### src/logic/tse_map.svh
// Purpose: Constants for the selector-store, subtract and test unit
// Assumes: Included by its bare name
// Notes: Opcode bytes, reg-field codes and flag positions
`ifndef TSE_MAP_SVH
`define TSE_MAP_SVH
`define TSE_OP_TWO_BYTE 8'h0F
`define TSE_OP_GRP6 8'h00
`define TSE_REG_STORE_SEL 3'h1
`define TSE_OP_SUB_AL_IB 8'h2C
`define TSE_OP_SUB_AX_IV 8'h2D
`define TSE_OP_GRP1_IB 8'h80
`define TSE_OP_GRP1_IV 8'h81
`define TSE_OP_GRP1_SIB 8'h83
`define TSE_REG_SUB 3'h5
`define TSE_OP_SUB_RM_R8 8'h28
`define TSE_OP_SUB_RM_RV 8'h29
`define TSE_OP_SUB_R_RM8 8'h2A
`define TSE_OP_SUB_R_RMV 8'h2B
`define TSE_OP_TEST_AL_IB 8'hA8
`define TSE_OP_TEST_AX_IV 8'hA9
`define TSE_OP_GRP3_B 8'hF6
`define TSE_OP_GRP3_V 8'hF7
`define TSE_REG_TEST 3'h0
`define TSE_OP_TEST_RM_R8 8'h84
`define TSE_OP_TEST_RM_RV 8'h85
`define TSE_CPL_USER 2'h3
`define TSE_FLAG_CARRY 0
`define TSE_FLAG_PARITY 2
`define TSE_FLAG_AUX 4
`define TSE_FLAG_ZERO 6
`define TSE_FLAG_SIGN 7
`define TSE_FLAG_OVF 11
`endif

### src/logic/tse_pkg.sv
// Purpose: Types for the selector-store, subtract and test unit
// Assumes: None
// Notes: Size and fault encodings
package tse_pkg;
  typedef enum logic [1:0] {
    TSE_SZ_8 = 2'h0,
    TSE_SZ_16 = 2'h1,
    TSE_SZ_32 = 2'h2
  } tse_size_t;
  typedef enum logic [2:0] {
    TSE_FLT_NONE = 3'h0,
    TSE_FLT_UD = 3'h1,
    TSE_FLT_GP = 3'h2,
    TSE_FLT_SS = 3'h3,
    TSE_FLT_PF = 3'h4,
    TSE_FLT_AC = 3'h5
  } tse_fault_t;
endpackage

### src/logic/tse_alu.sv
// Purpose: Subtract and AND datapath with flag generation
// Assumes: Operands already sign-extended to the width
// Notes: Combinational; flags in EFLAGS bit order
`timescale 1ns/1ns
`include "tse_map.svh"
module tse_alu
  import tse_pkg::*;
(
  // Operands
  input wire logic [31:0] i_dst,
  input wire logic [31:0] i_src,
  input wire tse_size_t i_size,
  input wire logic i_is_and,
  // Results
  output logic [31:0] o_res,
  output logic [11:0] o_flags
);
  function automatic logic msb_of(input logic [31:0] v,
                                  input tse_size_t s);
    msb_of = (s == TSE_SZ_8) ? v[7] : (s == TSE_SZ_16) ? v[15] : v[31];
  endfunction
  function automatic logic [31:0] trim(input logic [31:0] v,
                                       input tse_size_t s);
    trim = (s == TSE_SZ_8) ? {24'h000000, v[7:0]} :
           (s == TSE_SZ_16) ? {16'h0000, v[15:0]} : v;
  endfunction
  wire logic [31:0] a = trim(i_dst, i_size);
  wire logic [31:0] b = trim(i_src, i_size);
  wire logic [32:0] diff = {1'b0, a} - {1'b0, b};
  wire logic [31:0] res = trim(i_is_and ? (a & b) : diff[31:0], i_size);
  wire logic sa = msb_of(a, i_size);
  wire logic sb = msb_of(b, i_size);
  wire logic sr = msb_of(res, i_size);
  wire logic borrow = a < b;
  wire logic ovf = (sa != sb) && (sr != sa);
  wire logic aux = a[3:0] < b[3:0];
  assign o_res = res;
  always_comb begin
    o_flags = 12'h000;
    o_flags[`TSE_FLAG_CARRY] = i_is_and ? 1'b0 : borrow;
    o_flags[`TSE_FLAG_OVF] = i_is_and ? 1'b0 : ovf;
    o_flags[`TSE_FLAG_SIGN] = sr;
    o_flags[`TSE_FLAG_ZERO] = (res == 32'h00000000);
    o_flags[`TSE_FLAG_PARITY] = ~^res[7:0];
    o_flags[`TSE_FLAG_AUX] = i_is_and ? 1'b0 : aux;
  end
endmodule

### src/logic/tse_exec.sv
// Purpose: Execute stage for selector store, subtract and test
// Assumes: Decode supplies opcode, reg field, operands, fault probes
// Notes: One-cycle issue, result registered the next edge
`timescale 1ns/1ns
`include "tse_map.svh"
module tse_exec
  import tse_pkg::*;
(
  // Clock and reset
  input wire logic i_clk,
  input wire logic i_rstn,
  // Decoded instruction
  input wire logic i_valid,
  input wire logic i_two_byte,
  input wire logic [7:0] i_opcode,
  input wire logic [2:0] i_reg_field,
  input wire logic i_opsize32,
  input wire logic i_dst_is_mem,
  input wire logic [31:0] i_dst_val,
  input wire logic [31:0] i_src_val,
  input wire logic [31:0] i_imm,
  // Machine state
  input wire logic i_prot_mode,
  input wire logic i_v86_mode,
  input wire logic [1:0] i_cpl,
  input wire logic i_align_chk_en,
  input wire logic [15:0] i_task_register,
  input wire logic [11:0] i_flags,
  // Memory probes
  input wire logic i_seg_writable,
  input wire logic i_seg_null,
  input wire logic i_seg_is_stack,
  input wire logic i_limit_fail,
  input wire logic i_xlate_fail,
  input wire logic [15:0] i_pf_code,
  input wire logic i_unaligned,
  // Results
  output logic o_done,
  output logic o_reg_we,
  output logic o_mem_we,
  output logic [1:0] o_wr_size,
  output logic [31:0] o_wr_data,
  output logic [11:0] o_flags,
  output logic o_fault,
  output tse_fault_t o_fault_kind,
  output logic o_fault_has_code,
  output logic [15:0] o_fault_code
);
  ////////////////////////////////////////////////////////////////////
  // Decode
  typedef enum logic [3:0] {
    TSE_K_NONE = 4'b0001,
    TSE_K_STORE = 4'b0010,
    TSE_K_SUB = 4'b0100,
    TSE_K_TEST = 4'b1000
  } tse_kind_t;
  function automatic logic [31:0] sx8(input logic [7:0] v);
    sx8 = {{24{v[7]}}, v};
  endfunction
  function automatic logic [31:0] sx16(input logic [15:0] v);
    sx16 = {{16{v[15]}}, v};
  endfunction
  wire logic is_store = i_two_byte && i_opcode == `TSE_OP_GRP6
    && i_reg_field == `TSE_REG_STORE_SEL;
  wire logic sub_acc = !i_two_byte && (i_opcode == `TSE_OP_SUB_AL_IB
    || i_opcode == `TSE_OP_SUB_AX_IV);
  wire logic sub_grp = !i_two_byte && i_reg_field == `TSE_REG_SUB
    && (i_opcode == `TSE_OP_GRP1_IB || i_opcode == `TSE_OP_GRP1_IV
    || i_opcode == `TSE_OP_GRP1_SIB);
  wire logic sub_rr = !i_two_byte && (i_opcode == `TSE_OP_SUB_RM_R8
    || i_opcode == `TSE_OP_SUB_RM_RV || i_opcode == `TSE_OP_SUB_R_RM8
    || i_opcode == `TSE_OP_SUB_R_RMV);
  wire logic tst_acc = !i_two_byte && (i_opcode == `TSE_OP_TEST_AL_IB
    || i_opcode == `TSE_OP_TEST_AX_IV);
  wire logic tst_grp = !i_two_byte && i_reg_field == `TSE_REG_TEST
    && (i_opcode == `TSE_OP_GRP3_B || i_opcode == `TSE_OP_GRP3_V);
  wire logic tst_rr = !i_two_byte && (i_opcode == `TSE_OP_TEST_RM_R8
    || i_opcode == `TSE_OP_TEST_RM_RV);
  wire logic is_sub = sub_acc || sub_grp || sub_rr;
  wire logic is_test = tst_acc || tst_grp || tst_rr;
  wire logic use_imm = sub_acc || sub_grp || tst_acc || tst_grp;
  // Byte forms have even opcodes except the 83 sign-extend form
  wire logic byte_op = !i_opcode[0] && i_opcode != `TSE_OP_GRP1_SIB
    && !is_store;
  wire tse_size_t size = byte_op ? TSE_SZ_8 :
                         (i_opsize32 ? TSE_SZ_32 : TSE_SZ_16);
  wire logic imm8_form = i_opcode == `TSE_OP_GRP1_SIB || byte_op;
  wire logic [31:0] imm_ext = imm8_form ? sx8(i_imm[7:0]) :
    (size == TSE_SZ_16 ? sx16(i_imm[15:0]) : i_imm);
  wire logic [31:0] src = use_imm ? imm_ext : i_src_val;
  wire tse_kind_t kind = !i_valid ? TSE_K_NONE :
                         is_store ? TSE_K_STORE :
                         is_sub ? TSE_K_SUB :
                         is_test ? TSE_K_TEST : TSE_K_NONE;
  ////////////////////////////////////////////////////////////////////
  // Datapath
  logic [31:0] alu_res;
  logic [11:0] alu_flags;
  tse_alu u_alu (
    .i_dst(i_dst_val),
    .i_src(src),
    .i_size(size),
    .i_is_and(is_test),
    .o_res(alu_res),
    .o_flags(alu_flags)
  );
  ////////////////////////////////////////////////////////////////////
  // Faults
  wire logic mem_access = i_dst_is_mem && kind != TSE_K_NONE;
  wire logic real_mode = !i_prot_mode;
  wire logic pm_only = i_prot_mode && !i_v86_mode;
  wire logic f_ud = kind == TSE_K_STORE && !pm_only;
  wire logic f_wr = pm_only && mem_access && kind != TSE_K_TEST
    && !i_seg_writable;
  wire logic f_null = pm_only && mem_access && i_seg_null;
  wire logic f_lim_gp = mem_access && i_limit_fail
    && !i_seg_is_stack;
  wire logic f_lim_ss = mem_access && i_limit_fail
    && i_seg_is_stack;
  wire logic f_pf = !real_mode && mem_access && i_xlate_fail;
  wire logic f_ac = !real_mode && mem_access && i_align_chk_en
    && i_unaligned && (i_v86_mode || i_cpl == `TSE_CPL_USER);
  wire tse_fault_t fault_nxt = f_ud ? TSE_FLT_UD :
    (f_wr || f_null || f_lim_gp) ? TSE_FLT_GP :
    f_lim_ss ? TSE_FLT_SS :
    f_pf ? TSE_FLT_PF :
    f_ac ? TSE_FLT_AC : TSE_FLT_NONE;
  wire logic any_fault = fault_nxt != TSE_FLT_NONE;
  wire logic code_nxt = !real_mode && fault_nxt != TSE_FLT_UD
    && any_fault;
  wire logic [15:0] fcode_nxt = fault_nxt == TSE_FLT_PF ? i_pf_code
    : 16'h0000;
  ////////////////////////////////////////////////////////////////////
  // Write-back selection
  wire logic [31:0] store_data = {16'h0000, i_task_register};
  wire logic ok = kind != TSE_K_NONE && !any_fault;
  wire logic wr_nxt = ok && kind != TSE_K_TEST;
  wire logic [1:0] wsz_nxt = kind == TSE_K_STORE
    ? (i_dst_is_mem ? TSE_SZ_16 : size) : size;
  wire logic [31:0] wdata_nxt = kind == TSE_K_STORE ? store_data
    : alu_res;
  wire logic [11:0] flags_nxt = (ok && kind != TSE_K_STORE)
    ? alu_flags : i_flags;
  ////////////////////////////////////////////////////////////////////
  // Output registers
  always_ff @(posedge i_clk or negedge i_rstn) begin
    if (!i_rstn) begin
      o_done <= 1'b0;
      o_reg_we <= 1'b0;
      o_mem_we <= 1'b0;
      o_wr_size <= 2'h0;
      o_wr_data <= 32'h00000000;
      o_flags <= 12'h000;
      o_fault <= 1'b0;
      o_fault_kind <= TSE_FLT_NONE;
      o_fault_has_code <= 1'b0;
      o_fault_code <= 16'h0000;
    end else begin
      o_done <= kind != TSE_K_NONE;
      o_reg_we <= wr_nxt && !i_dst_is_mem;
      o_mem_we <= wr_nxt && i_dst_is_mem;
      o_wr_size <= wsz_nxt;
      o_wr_data <= wdata_nxt;
      o_flags <= flags_nxt;
      o_fault <= any_fault;
      o_fault_kind <= fault_nxt;
      o_fault_has_code <= code_nxt;
      o_fault_code <= fcode_nxt;
    end
  end
  ////////////////////////////////////////////////////////////////////
  // Checks
  AST_STORE_UD: assert property (@(posedge i_clk) disable iff (!i_rstn)
    i_valid && is_store && !pm_only |=> o_fault
    && o_fault_kind == TSE_FLT_UD && !o_reg_we && !o_mem_we)
    else $error("store outside protected mode not refused");
  AST_STORE_ZX: assert property (@(posedge i_clk) disable iff (!i_rstn)
    i_valid && is_store && pm_only && !i_dst_is_mem |=>
    o_reg_we && o_wr_data == {16'h0000, $past(i_task_register)})
    else $error("selector not zero-extended");
  AST_STORE_MEM16: assert property (@(posedge i_clk)
    disable iff (!i_rstn)
    o_mem_we && $past(is_store) |-> o_wr_size == TSE_SZ_16)
    else $error("selector memory store not 16 bits");
  AST_STORE_FLAGS: assert property (@(posedge i_clk)
    disable iff (!i_rstn)
    i_valid && is_store |=> o_flags == $past(i_flags))
    else $error("selector store changed flags");
  AST_TEST_NOWR: assert property (@(posedge i_clk) disable iff (!i_rstn)
    i_valid && is_test |=> !o_reg_we && !o_mem_we)
    else $error("test result written");
  AST_TEST_CLR: assert property (@(posedge i_clk) disable iff (!i_rstn)
    i_valid && is_test && !any_fault |=> !o_flags[`TSE_FLAG_CARRY]
    && !o_flags[`TSE_FLAG_OVF])
    else $error("test left carry or overflow set");
  AST_SUB_RES: assert property (@(posedge i_clk) disable iff (!i_rstn)
    i_valid && is_sub && !any_fault && i_opsize32 && !byte_op |=>
    o_wr_data == $past(i_dst_val) - $past(src))
    else $error("subtract difference wrong");
  AST_SUB_CARRY: assert property (@(posedge i_clk) disable iff (!i_rstn)
    i_valid && is_sub && !any_fault && size == TSE_SZ_32 |=>
    o_flags[`TSE_FLAG_CARRY] == ($past(i_dst_val) < $past(src)))
    else $error("carry not unsigned borrow");
  AST_NULL_GP: assert property (@(posedge i_clk) disable iff (!i_rstn)
    i_valid && kind != TSE_K_NONE && pm_only && i_dst_is_mem
    && i_seg_null && !f_ud |=> o_fault_kind == TSE_FLT_GP
    && o_fault_code == 16'h0000)
    else $error("null selector not faulted");
  AST_REAL_NOCODE: assert property (@(posedge i_clk)
    disable iff (!i_rstn)
    o_fault && $past(real_mode) |-> !o_fault_has_code)
    else $error("real mode fault carries a code");
  AST_STORE_MEM_DATA: assert property (@(posedge i_clk)
    disable iff (!i_rstn)
    i_valid && is_store && i_dst_is_mem && !any_fault |=> o_mem_we
    && o_wr_data[15:0] == $past(i_task_register))
    else $error("selector not written to memory");
  AST_WR_GP: assert property (@(posedge i_clk) disable iff (!i_rstn)
    i_valid && (is_store || is_sub) && pm_only && i_dst_is_mem
    && !i_seg_writable |=> o_fault_kind == TSE_FLT_GP
    && o_fault_code == 16'h0000)
    else $error("non-writable destination not faulted");
  AST_LIM_SS: assert property (@(posedge i_clk) disable iff (!i_rstn)
    i_valid && kind != TSE_K_NONE && !f_ud && !f_wr && !f_null
    && i_dst_is_mem && i_limit_fail && i_seg_is_stack
    |=> o_fault_kind == TSE_FLT_SS)
    else $error("stack limit breach not faulted");
  AST_PF_CODE: assert property (@(posedge i_clk) disable iff (!i_rstn)
    o_fault_kind == TSE_FLT_PF |-> o_fault_has_code
    && o_fault_code == $past(i_pf_code))
    else $error("page fault code not carried");
  AST_AC_MODE: assert property (@(posedge i_clk) disable iff (!i_rstn)
    o_fault_kind == TSE_FLT_AC |-> $past(i_prot_mode)
    && $past(i_align_chk_en))
    else $error("alignment fault outside its mode");
  AST_FAULT_NOWR: assert property (@(posedge i_clk)
    disable iff (!i_rstn)
    o_fault |-> !o_reg_we && !o_mem_we)
    else $error("faulted instruction wrote back");
  AST_SUB_IMM83: assert property (@(posedge i_clk) disable iff (!i_rstn)
    i_valid && sub_grp && i_opcode == `TSE_OP_GRP1_SIB
    |-> src == sx8(i_imm[7:0]))
    else $error("short immediate not sign-extended");
  AST_SUB_ZERO: assert property (@(posedge i_clk) disable iff (!i_rstn)
    i_valid && is_sub && !any_fault && i_dst_val == src
    && size == TSE_SZ_32 |=> o_flags[`TSE_FLAG_ZERO]
    && !o_flags[`TSE_FLAG_CARRY])
    else $error("equal operands not zero");
  AST_TEST_SIGN: assert property (@(posedge i_clk) disable iff (!i_rstn)
    i_valid && is_test && !any_fault && size == TSE_SZ_32 |=>
    o_flags[`TSE_FLAG_SIGN] == ($past(i_dst_val[31])
    && $past(src[31])))
    else $error("test sign flag wrong");
  AST_TEST_ZF: assert property (@(posedge i_clk) disable iff (!i_rstn)
    i_valid && is_test && !any_fault && size == TSE_SZ_32 |=>
    o_flags[`TSE_FLAG_ZERO] == (($past(i_dst_val) & $past(src))
    == 32'h00000000))
    else $error("test zero flag wrong");
  AST_UNKNOWN_IDLE: assert property (@(posedge i_clk)
    disable iff (!i_rstn)
    kind == TSE_K_NONE |=> !o_done && !o_reg_we && !o_mem_we
    && !o_fault)
    else $error("unknown opcode retired");
  AST_STORE_SIZE: assert property (@(posedge i_clk)
    disable iff (!i_rstn)
    i_valid && is_store && pm_only && !i_dst_is_mem && i_opsize32
    |=> o_reg_we && o_wr_size == TSE_SZ_32)
    else $error("selector register store size wrong");
endmodule

### config.mk
export PLATFORM = sky130hd
export DESIGN_NAME = tse_exec
export DESIGN_NICKNAME = d
export VERILOG_FILES = /design/src/logic/tse_pkg.sv /design/src/logic/tse_alu.sv /design/src/logic/tse_exec.sv
export VERILOG_INCLUDE_DIRS = /design/src /design/src/logic
export SDC_FILE = /design/constraint.sdc
export NUM_CORES = 1
export LEC_CHECK = 0
export BUFFER_PORTS_ARGS = -buffer_cell sky130_fd_sc_hd__clkbuf_2
export CAP_MARGIN = 20
export CORE_UTILIZATION = 40
export DETAILED_ROUTE_END_ITERATION = 10
export PLACE_DENSITY = 0.69
export SLEW_MARGIN = 20
export SYNTH_ARGS = -nofsm -noshare
export SYNTH_HDL_FRONTEND = slang
export SYNTH_SLANG_ARGS = --single-unit
### constraint.sdc
create_clock -name i_clk -period 0.8 [get_ports i_clk]
set_input_delay 0.16 -clock i_clk [delete_from_list [all_inputs] [get_ports i_clk]]
set_output_delay 0.16 -clock i_clk [all_outputs]
set_load 0.005 [all_outputs]
# Word-level counts from Yosys, hierarchy flattened
# Cells that the tools add are included.
[classes]
n_addsub = 1
n_lt_le_gt_ge = 2
eq_ne = 28
mux = 35
n_bitwise = 1
n_reduce_logical = 69
[op_table]
columns = ["cell", "n"]
rows = [
  ["2-to-1 mux 32 bit", 11],
  ["equality test 8 bit, second input constant", 9],
  ["equality test 8 x 6 -> 1 bit, second input constant", 6],
  ["logical AND 1 bit", 35],
  ["bitwise AND 32 bit", 1],
  ["zero test 32 bit", 1],
  ["< comparator 32 bit", 1],
  ["subtractor 32 bit", 1],
  ["logical OR 1 bit", 19],
  ["2-to-1 mux 16 bit", 1],
  ["2-to-1 mux 4 bit", 4],
  ["2-to-1 mux 3 bit", 5],
  ["2-to-1 mux 12 bit", 1],
  ["zero test 1 bit", 9],
  ["2-to-1 mux 1 bit", 9],
  ["zero test 8 bit", 1],
  ["2-to-1 mux 2 bit", 4],
  ["inequality test 8 bit, second input constant", 1],
  ["XNOR reduction 8 bit", 1],
  ["equality test 3 bit, second input constant", 2],
  ["equality test 4 x 2 -> 1 bit, second input constant", 1],
  ["< comparator 4 bit", 1],
  ["inequality test 4 x 1 -> 1 bit, second input constant", 1],
  ["inequality test 4 x 2 -> 1 bit, second input constant", 1],
  ["other kinds (9)", 10],
]
[totals]
ff_bits = 70
input_bits = 168
output_inout_bits = 70

# Logic depth before layout (Yosys ltp)
# Gate-level depths: netlist (run 1).
[logic_depth]
word_depth = 25
ltp_mapped = 23
depth_no_buf = 21

# By module
# Synthesis (run 1) repeated with hierarchy kept, for this count alone.
[hier_totals]
cells_unflattened = 845
area_unflattened_um2 = 6875.3
[modules_own_cells]
columns = ["module", "n_inst", "cells_each", "area_each_um2"]
rows = [
  ["tse_alu", 1, 535, 3472.1],
  ["tse_exec", 1, 310, 3403.3],
]

# Worst setup path before layout (run 1)
# No wires, ideal clock.
[synth_timing]
path_type = "input to register"
from = "input i_reg_field[0]"
to = "register o_flags[6]"
setup_ps = 121
arrival_time_ps = 4583
path_slack_ps = -3904
stages = 20
n_path_buf = 2
cell_sequence = "or4b_4 nor4_4 or2_1 a221oi_1 buf_2 buf_1 mux2_2 ha_1 inv_1 fa_1 nor2b_1 o311ai_1 a31oi_1 a22oi_2 o21ai_1 mux2_2 a2111oi_4 nor4_1 and3_1 a32o_1"
[synth_via]
elab_chain_len = 25
word_cells_on_any_way = 67
[synth_rtl]
columns = ["element", "line_no", "text"]
rows = [
  ["start: declaration", "tse_exec.sv:16", "input wire logic [2:0] i_reg_field,"],
  ["branches (longest 24 deep; another with subtractor 32 bit)", "n/a", ""],
  ["2-to-1 mux 12 bit *", "tse_exec.sv:143", "? alu_flags : i_flags;"],
  ["via flags_nxt[6]", "tse_exec.sv:142", "wire logic [11:0] flags_nxt = (ok && kind != TSE_K_STORE)"],
  ["end signal: assignment", "tse_exec.sv:164", "o_flags <= flags_nxt;"],
  ["end: declaration", "tse_exec.sv:43", "output logic [11:0] o_flags,"],
]
# Mark *: on every way through the listed nets, which the timed path passes.

# Worst setup path after layout (run 1)
[layout_timing]
from = "input i_opcode[4]"
to = "register o_flags[6]"
[layout_via]
elab_chain_len = 25
word_cells_on_any_way = 94
[layout_rtl]
columns = ["element", "line_no", "text"]
rows = [
  ["start: declaration", "tse_exec.sv:15", "input wire logic [7:0] i_opcode,"],
  ["branches (longest 24 deep; another with 2-to-1 mux 32 bit)", "n/a", ""],
  ["2-to-1 mux 12 bit *", "tse_exec.sv:143", ""],
  ["via flags_nxt[6]", "tse_exec.sv:142", ""],
]
# Marked as above.

==> flow_metrics.tcl, run 1 <==
set metrics [dict create \
    finalPower_mw 15.0 \
    synth_nets 1043 \
    place_ws_ns -3.91 \
    n_antenna_cell 0 \
    required_ns 1.07 \
    cp_max_fo 7 \
    syn_area_per_cell_um2 8.04 \
    worstSetupEndpointType "register" \
    slowest_stage "or4_4" \
    final_cell_mix "buf_4 (266), clkbuf_2 (234), nand2_1 (87)" \
    switching_share_pct 33.1 \
    antenna_found_initial 0 \
    async_flop_share_pct 100 \
    worstSetupPathType "input port to register" \
    rows 46 \
    dp_hpwl_um 19200 \
    clk_pin_slew_ns 0.06 \
    core_um2 15800 \
    num_vias 8232 \
    fin_cells 1543 \
    finalHoldViolations 0 \
    cts_max_level 3 \
    layout_commonest_cell "buf_4" \
    comb_power_share_pct 47.1 \
    crit_top_cell "buf_4" \
    dp_cells 1473 \
    rsz0062_at_grt "true" \
    fin_crit_sh_pct 538 \
    max_freq_mhz 232 \
    crit_buf_inv 6 \
    die_area_um2 16700 \
    whs_ns 0.0339 \
    crit_path_start_kind "input port" \
    synth.area.top_cells "dfrtp_1 (27%), ha_1 (13%), nand2_1 (5.4%), nor2_1 (5.2%), a21oi_1 (5.0%)" \
    hp-class "input port to register" \
    grt_first_pass_wirelength_um 39700 \
    p_per_area_nw_per_um2 1280 \
    synth_area_um2 6480 \
    cts_root_buffer "clkbuf_16" \
    violations "negative setup slack" \
    tritoncts "done" \
    drive_gt1_share_pct 58.0 \
    final_area_um2 11700 \
    drt_iter0_markers 583 \
    io_pins 238 \
    slew_headroom_pct 62.1 \
    period_minus_slack_ns 4.31 \
    finalWorstSetupSlack_ns -3.51 \
    synth_cell_types 84 \
    port-buffer-count 237 \
    via_per_inst 5.34 \
    crit_chain "clkbuf_2 > or2_4 > buf_4 > nor4_2 > buf_4 > a221oi_4 > buf_12 > buf_4 > mux2_4 > ha_4 > nor2_4 > o311ai_4 > a211oi_4 > a311oi_2 > buf_4 > o21a_1 > or4_4 > nand3_4 > and4_2 > and3_1 > a32o_1" \
    die_h_um 129 \
    area_growth_pct 80.1 \
    routed_wl_um 27300 \
    cts_buffer_depth 2 \
    synth-edff-count 0 \
    seqPwrFrac_pct 25.8 \
    synth_area_leader_cell "dfrtp_1" \
    p_clk_share_pct 27.1 \
    synth_seq_area_share_pct 27.0 \
    synth_flop_cell "dfrtp_1" \
    nets 1560 \
    outcome "finished with violations" \
    worstPathArrival_ns 4.57 \
    cts_sinks 70 \
    p_int_mw 10.0 \
    route.detailed.drc 0 \
    setup_viol 140 \
    tightestPinTransition_ns 0.567 \
    grt_pass1_vias 7791 \
    gr-total-overflow 0 \
    slew_viol_final 0 \
    dieWidth_um 129 \
    antenna_left 0 \
    crit_path_max_incr_delay_ns 0.52 \
    worst_ir_drop_vdd_mv 1.12 \
    fillers 1137 \
    p_leak_nw 6.14 \
    ys_warn_count 0 \
    cts_buffers 9 \
    drv_cap 0 \
    setup_tns_ns -174.88 \
    grt_use_total_pct 30.6 \
    dpl_cell_area_um2 9880 \
    place_congestion 0.920 \
    wl_per_cell_um 17.7 \
    syn-instance-count 806 \
    final_core_util_pct 73.7 \
    ys_seq_elements 70 \
    crit_family "simple AND/OR/NAND/NOR gates" \
    yosys.area.top_type_share_pct 27.0 \
    grt_max_degree 32 \
    p_sw_mw 4.95 \
    start_util_pct 40.9 \
    drt-pass1-iter-count 5 \
]
==> cell families after synthesis <==
group | Yosys count | synth area share (%)
simple gates | 345 | 27.0
fa+ha+maj | 69 | 13.4
buf+inv | 81 | 5.68
xor+xnor | 19 | 2.57
compound gates | 205 | 21.4
mux | 17 | 2.80
flops | 70 | 27.0
==> power by group through the flow <==
stage | sequential (mW) | combinational, mW | clock, mW
after floorplan | 3.95 | 2.60 | 0
after global placement | 3.92 | 5.35 | 0
after detailed placement | 3.92 | 5.44 | 0
after CTS | 3.86 | 6.29 | 4.11
after global routing | 3.88 | 7.51 | 4.26
final | 3.86 | 7.05 | 4.05
==> synth_stat cells, types with 5 or more instances <==
cell type,number
a211oi_1,10
a21o_1,5
a21oi_1,65
a31oi_1,5
and2_1,33
and3_1,22
and3_2,5
buf_2,5
clkbuf_1,18
dfrtp_1,70
ha_1,68
inv_1,49
mux2_2,9
mux2i_1,8
nand2_1,93
nand2b_1,8
nand3_1,14
nand4_1,5
nor2_1,89
nor2b_1,16
nor3_1,17
nor4_1,8
o21ai_0,47
o21bai_1,5
o31ai_1,6
or2_2,8
or3_1,8
xnor2_1,12
xor2_1,7
==> path summary, 6_finish.rpt <==
kind / from / to / slack, ns / cells past startpoint
worst max-delay path: i_opcode[4] / o_flags[6] / -3.51 / 21
worst min-delay path: i_task_register[3] / o_wr_data[3] / 0.03 / 3
max in group asynchronous: i_rstn / o_wr_data[23] / 0.14 / 3
min in group asynchronous: i_rstn / o_fault_kind[2] / 0.25 / 2
==> flip-flops by register name, indices dropped and copies added, names as in the netlist <==
name              count
o_fault               1
o_reg_we              1
o_flags              12
o_wr_data            32
o_mem_we              1
o_wr_size             2
o_fault_has_code      1
o_fault_code         16
o_done                1
o_fault_kind          3
==> layout make-up <==
| type | count | area, µm² | area share [%] |
|---|---|---|---|
| Inverter | 50 | 198 | 1.69 |
| Timing Repair Buffer | 535 | 3600 | 30.8 |
| Tap cell | 216 | 270 | 2.32 |
| Clock inverter | 4 | 55.1 | 0.472 |
| Clock buffer | 11 | 253 | 2.17 |
| Multi-Input combinational cell | 657 | 5540 | 47.5 |
| Sequential cell | 70 | 1750 | 15.0 |
==> routing by layer <==
metal	routed length, µm	vias to the layer above	track usage (%)
met3	1910	73	3.84
li1	-	3874	-
met5	0	-	0
met2	13400	396	53.5
met1	11100	3889	38.2
met4	930	0	12.2
==> what timing repair did <==
item / in CTS / in global routing
gates cloned: 3 / 0
setup endpoints to repair: 140 / 140
gates resized for setup: 144 / 83
hold buffers: 1 / 0
pin swaps: 59 / 28
endpoints found under the hold margin: 70 / 0
setup buffers: 56 / 12
Power figures use the tool's default switching activity.
==> run 2: changes to the inputs <==
Settings changed: SYNTH_HIERARCHICAL set to 1.
==> run 2 against run 1 <==
  * The run still ends with negative setup slack left
  * Final cell count increased by 4.9%
  * Clock-buffer cell count decreased by 2
  * Via count increased by 5.5%
  * Global-route usage decreased by 0.52 points
  * Worst setup slack got worse by 0.44 ns
  * Largest power group unchanged
  * Routed wire length increased by 8.4%
  * Sequential share of layout area decreased by 1.8 points
==> flow_metrics.tcl, run 2 <==
set metrics [dict create \
    crit_path_max_incr_delay_ns 0.36 \
    yosys.area.top_type_share_pct 25.5 \
    antenna_left 0 \
    clk_pin_slew_ns 0.06 \
    regMostFlops "o_wr_data" \
    start_util_pct 41.2 \
    grt_use_total_pct 30.1 \
    crit_path_start_kind "input port" \
    fin_crit_sh_pct 594 \
    cts_buffers 9 \
    dieWidth_um 133 \
    p_leak_nw 6.88 \
    required_ns 1.02 \
    worst_ir_drop_vdd_mv 1.11 \
    cts_max_level 3 \
    whs_ns 0.0625 \
    seq_area_um2 1750 \
    area_growth_pct 92.2 \
    ys_warn_count 6 \
    syn-instance-count 845 \
    crit_top_cell "buf_6" \
    synth-edff-count 0 \
    n_antenna_cell 0 \
    worstSetupPathType "input port to register" \
    dp_cells 1509 \
    wl_per_cell_um 18.3 \
    cts_sinks 70 \
    die_h_um 133 \
    worstSetupEndpointType "register" \
    tritoncts "done" \
    synth_cell_types 84 \
    finalPower_mw 17.7 \
    hold_path_depth 2 \
    outcome "finished with violations" \
    grt_first_pass_wirelength_um 42200 \
    antenna_found_initial 0 \
    hold_start "i_task_register[4]" \
    slew_viol_final 0 \
    synth_area_leader_cell "dfrtp_1" \
    rows 47 \
    reg_top3 "o_wr_data (32), o_fault_code (16), o_flags (12)" \
    gr-total-overflow 0 \
    synth_most_common_cell "nand2_1" \
    synth.top_cells.by_count "nand2_1 (99), dfrtp_1 (70), ha_1 (68)" \
    max_freq_mhz 211 \
    route.detailed.drc 0 \
    hp-class "input port to register" \
    dp_hpwl_um 19300 \
    cp_max_fo 5 \
    period_minus_slack_ns 4.75 \
    synth.area.top_cells "dfrtp_1 (25%), ha_1 (12%), nand2_1 (5.4%), a21oi_1 (4.7%), and2_1 (4.6%)" \
    holdPathEnd "o_wr_data[4]" \
    nets 1631 \
    place_ws_ns -4.31 \
    crit_buf_inv 32 \
    fin_cells 1619 \
    finalHoldViolations 0 \
    rsz0062_at_grt "true" \
    p_per_area_nw_per_um2 1340 \
    largest_reg_flops 32 \
    grt_pass1_vias 8364 \
    routed_wl_um 29600 \
    fillers 1046 \
    num_vias 8681 \
    multi_input_area_um2 6210 \
    via_per_inst 5.36 \
    drv_cap 0 \
    cts_buffer_depth 2 \
    synth_flop_cell "dfrtp_1" \
    port-buffer-count 237 \
    drt-pass1-iter-count 6 \
    cts_root_buffer "clkbuf_16" \
    finalWorstSetupSlack_ns -3.95 \
    syn_area_per_cell_um2 8.14 \
    violations "negative setup slack" \
    place_congestion 0.912 \
    crit_family "buffers and inverters" \
    ys_seq_elements 70 \
    layout_commonest_cell "buf_4" \
    grt_max_degree 32 \
    worstPathArrival_ns 4.97 \
    io_pins 238 \
    synth_seq_area_share_pct 25.5 \
    final_cell_mix "buf_4 (240), clkbuf_2 (228), buf_6 (84)" \
    die_area_um2 17700 \
    drt_iter0_markers 551 \
    async_flop_share_pct 100 \
    setup_viol 140 \
    drive_gt1_share_pct 61.0 \
    synth_area_um2 6880 \
    core_um2 16700 \
    slowest_stage "nor4_4" \
]
## run 2: repair_timing
| action | 4_1_cts | 5_1_grt |
|---|---|---|
| resized for setup | 185 | 190 |
| hold endpoints to repair | 70 | 0 |
| endpoints found under the setup margin | 140 | 140 |
| buffers inserted | 88 | 66 |
| gates cloned | 3 | 5 |
| pin swaps | 69 | 113 |
| hold buffers | 1 | 0 |
## run 2: worst max-delay path by stage
stage | from | end | slack, ns | cells after the start
4_1_cts | i_opcode[5] | o_flags[6] | -3.78 | 24
3_5_place_dp | i_opcode[6] | o_flags[6] | -4.31 | 24
3_3_place_gp | i_opcode[6] | o_flags[6] | -4.27 | 24
6_report | i_opcode[5] | o_mem_we | -3.95 | 38
5_1_grt | i_opcode[7] | o_flags[6] | -4.09 | 24
2_1_floorplan | i_opcode[3] | o_flags[6] | -3.92 | 25
## run 2: where the power goes
| part | internal (mW) | leakage [nW] | switching, mW |
|---|---|---|---|
| combinational | 5.22 | 5.83 | 4.54 |
| clock | 2.45 | 0.144 | 1.58 |
| sequential | 3.83 | 0.912 | 0.103 |
| total | 11.5 | 6.88 | 6.22 |
## run 2: cells by family (layout without fill, tap and decap cells)
logic type | count (synthesis) | after routing | synth area share (%)
simple gates | 309 | 310 | 23.9
other cells | 1 | 6 | 0.0545
xor+xnor | 22 | 22 | 2.80
mux | 45 | 45 | 7.24
compound gates | 222 | 222 | 21.1
buf+inv | 107 | 655 | 6.77
flops | 70 | 70 | 25.5
fa+ha+maj | 69 | 69 | 12.7
## run 2: area by class of cell
class | instances | share of cell area, %
multi-input combinational | 674 | 47.0
timing repair buffer | 583 | 33.7
sequential | 70 | 13.3
tap | 220 | 2.08
clock buffer | 9 | 1.70
inverter | 56 | 1.65
clock inverter | 7 | 0.625
## run 2: routing by layer
metal	GRT usage, %	wire (µm)	up-vias	share of wire (%)
li1	-	-	4066	-
met5	0	0	-	0
met1	35.8	11500	4092	39
met4	9.66	1060	0	3.6
met2	55.3	15300	435	51
met3	4.41	1830	88	6.2
## run 2: stage by stage
step / setup TNS (ns) / instance area [µm²] / utilization (%)
after floorplan: -112.89 / 7490 / -
after global placement: -149.42 / 10600 / 63.7
after detailed placement: -153.20 / 10600 / 63.7
after CTS: -202.47 / 12300 / 73.4
after global routing: -242.96 / 13200 / 79.1
final: -233.42 / 13200 / 79.1
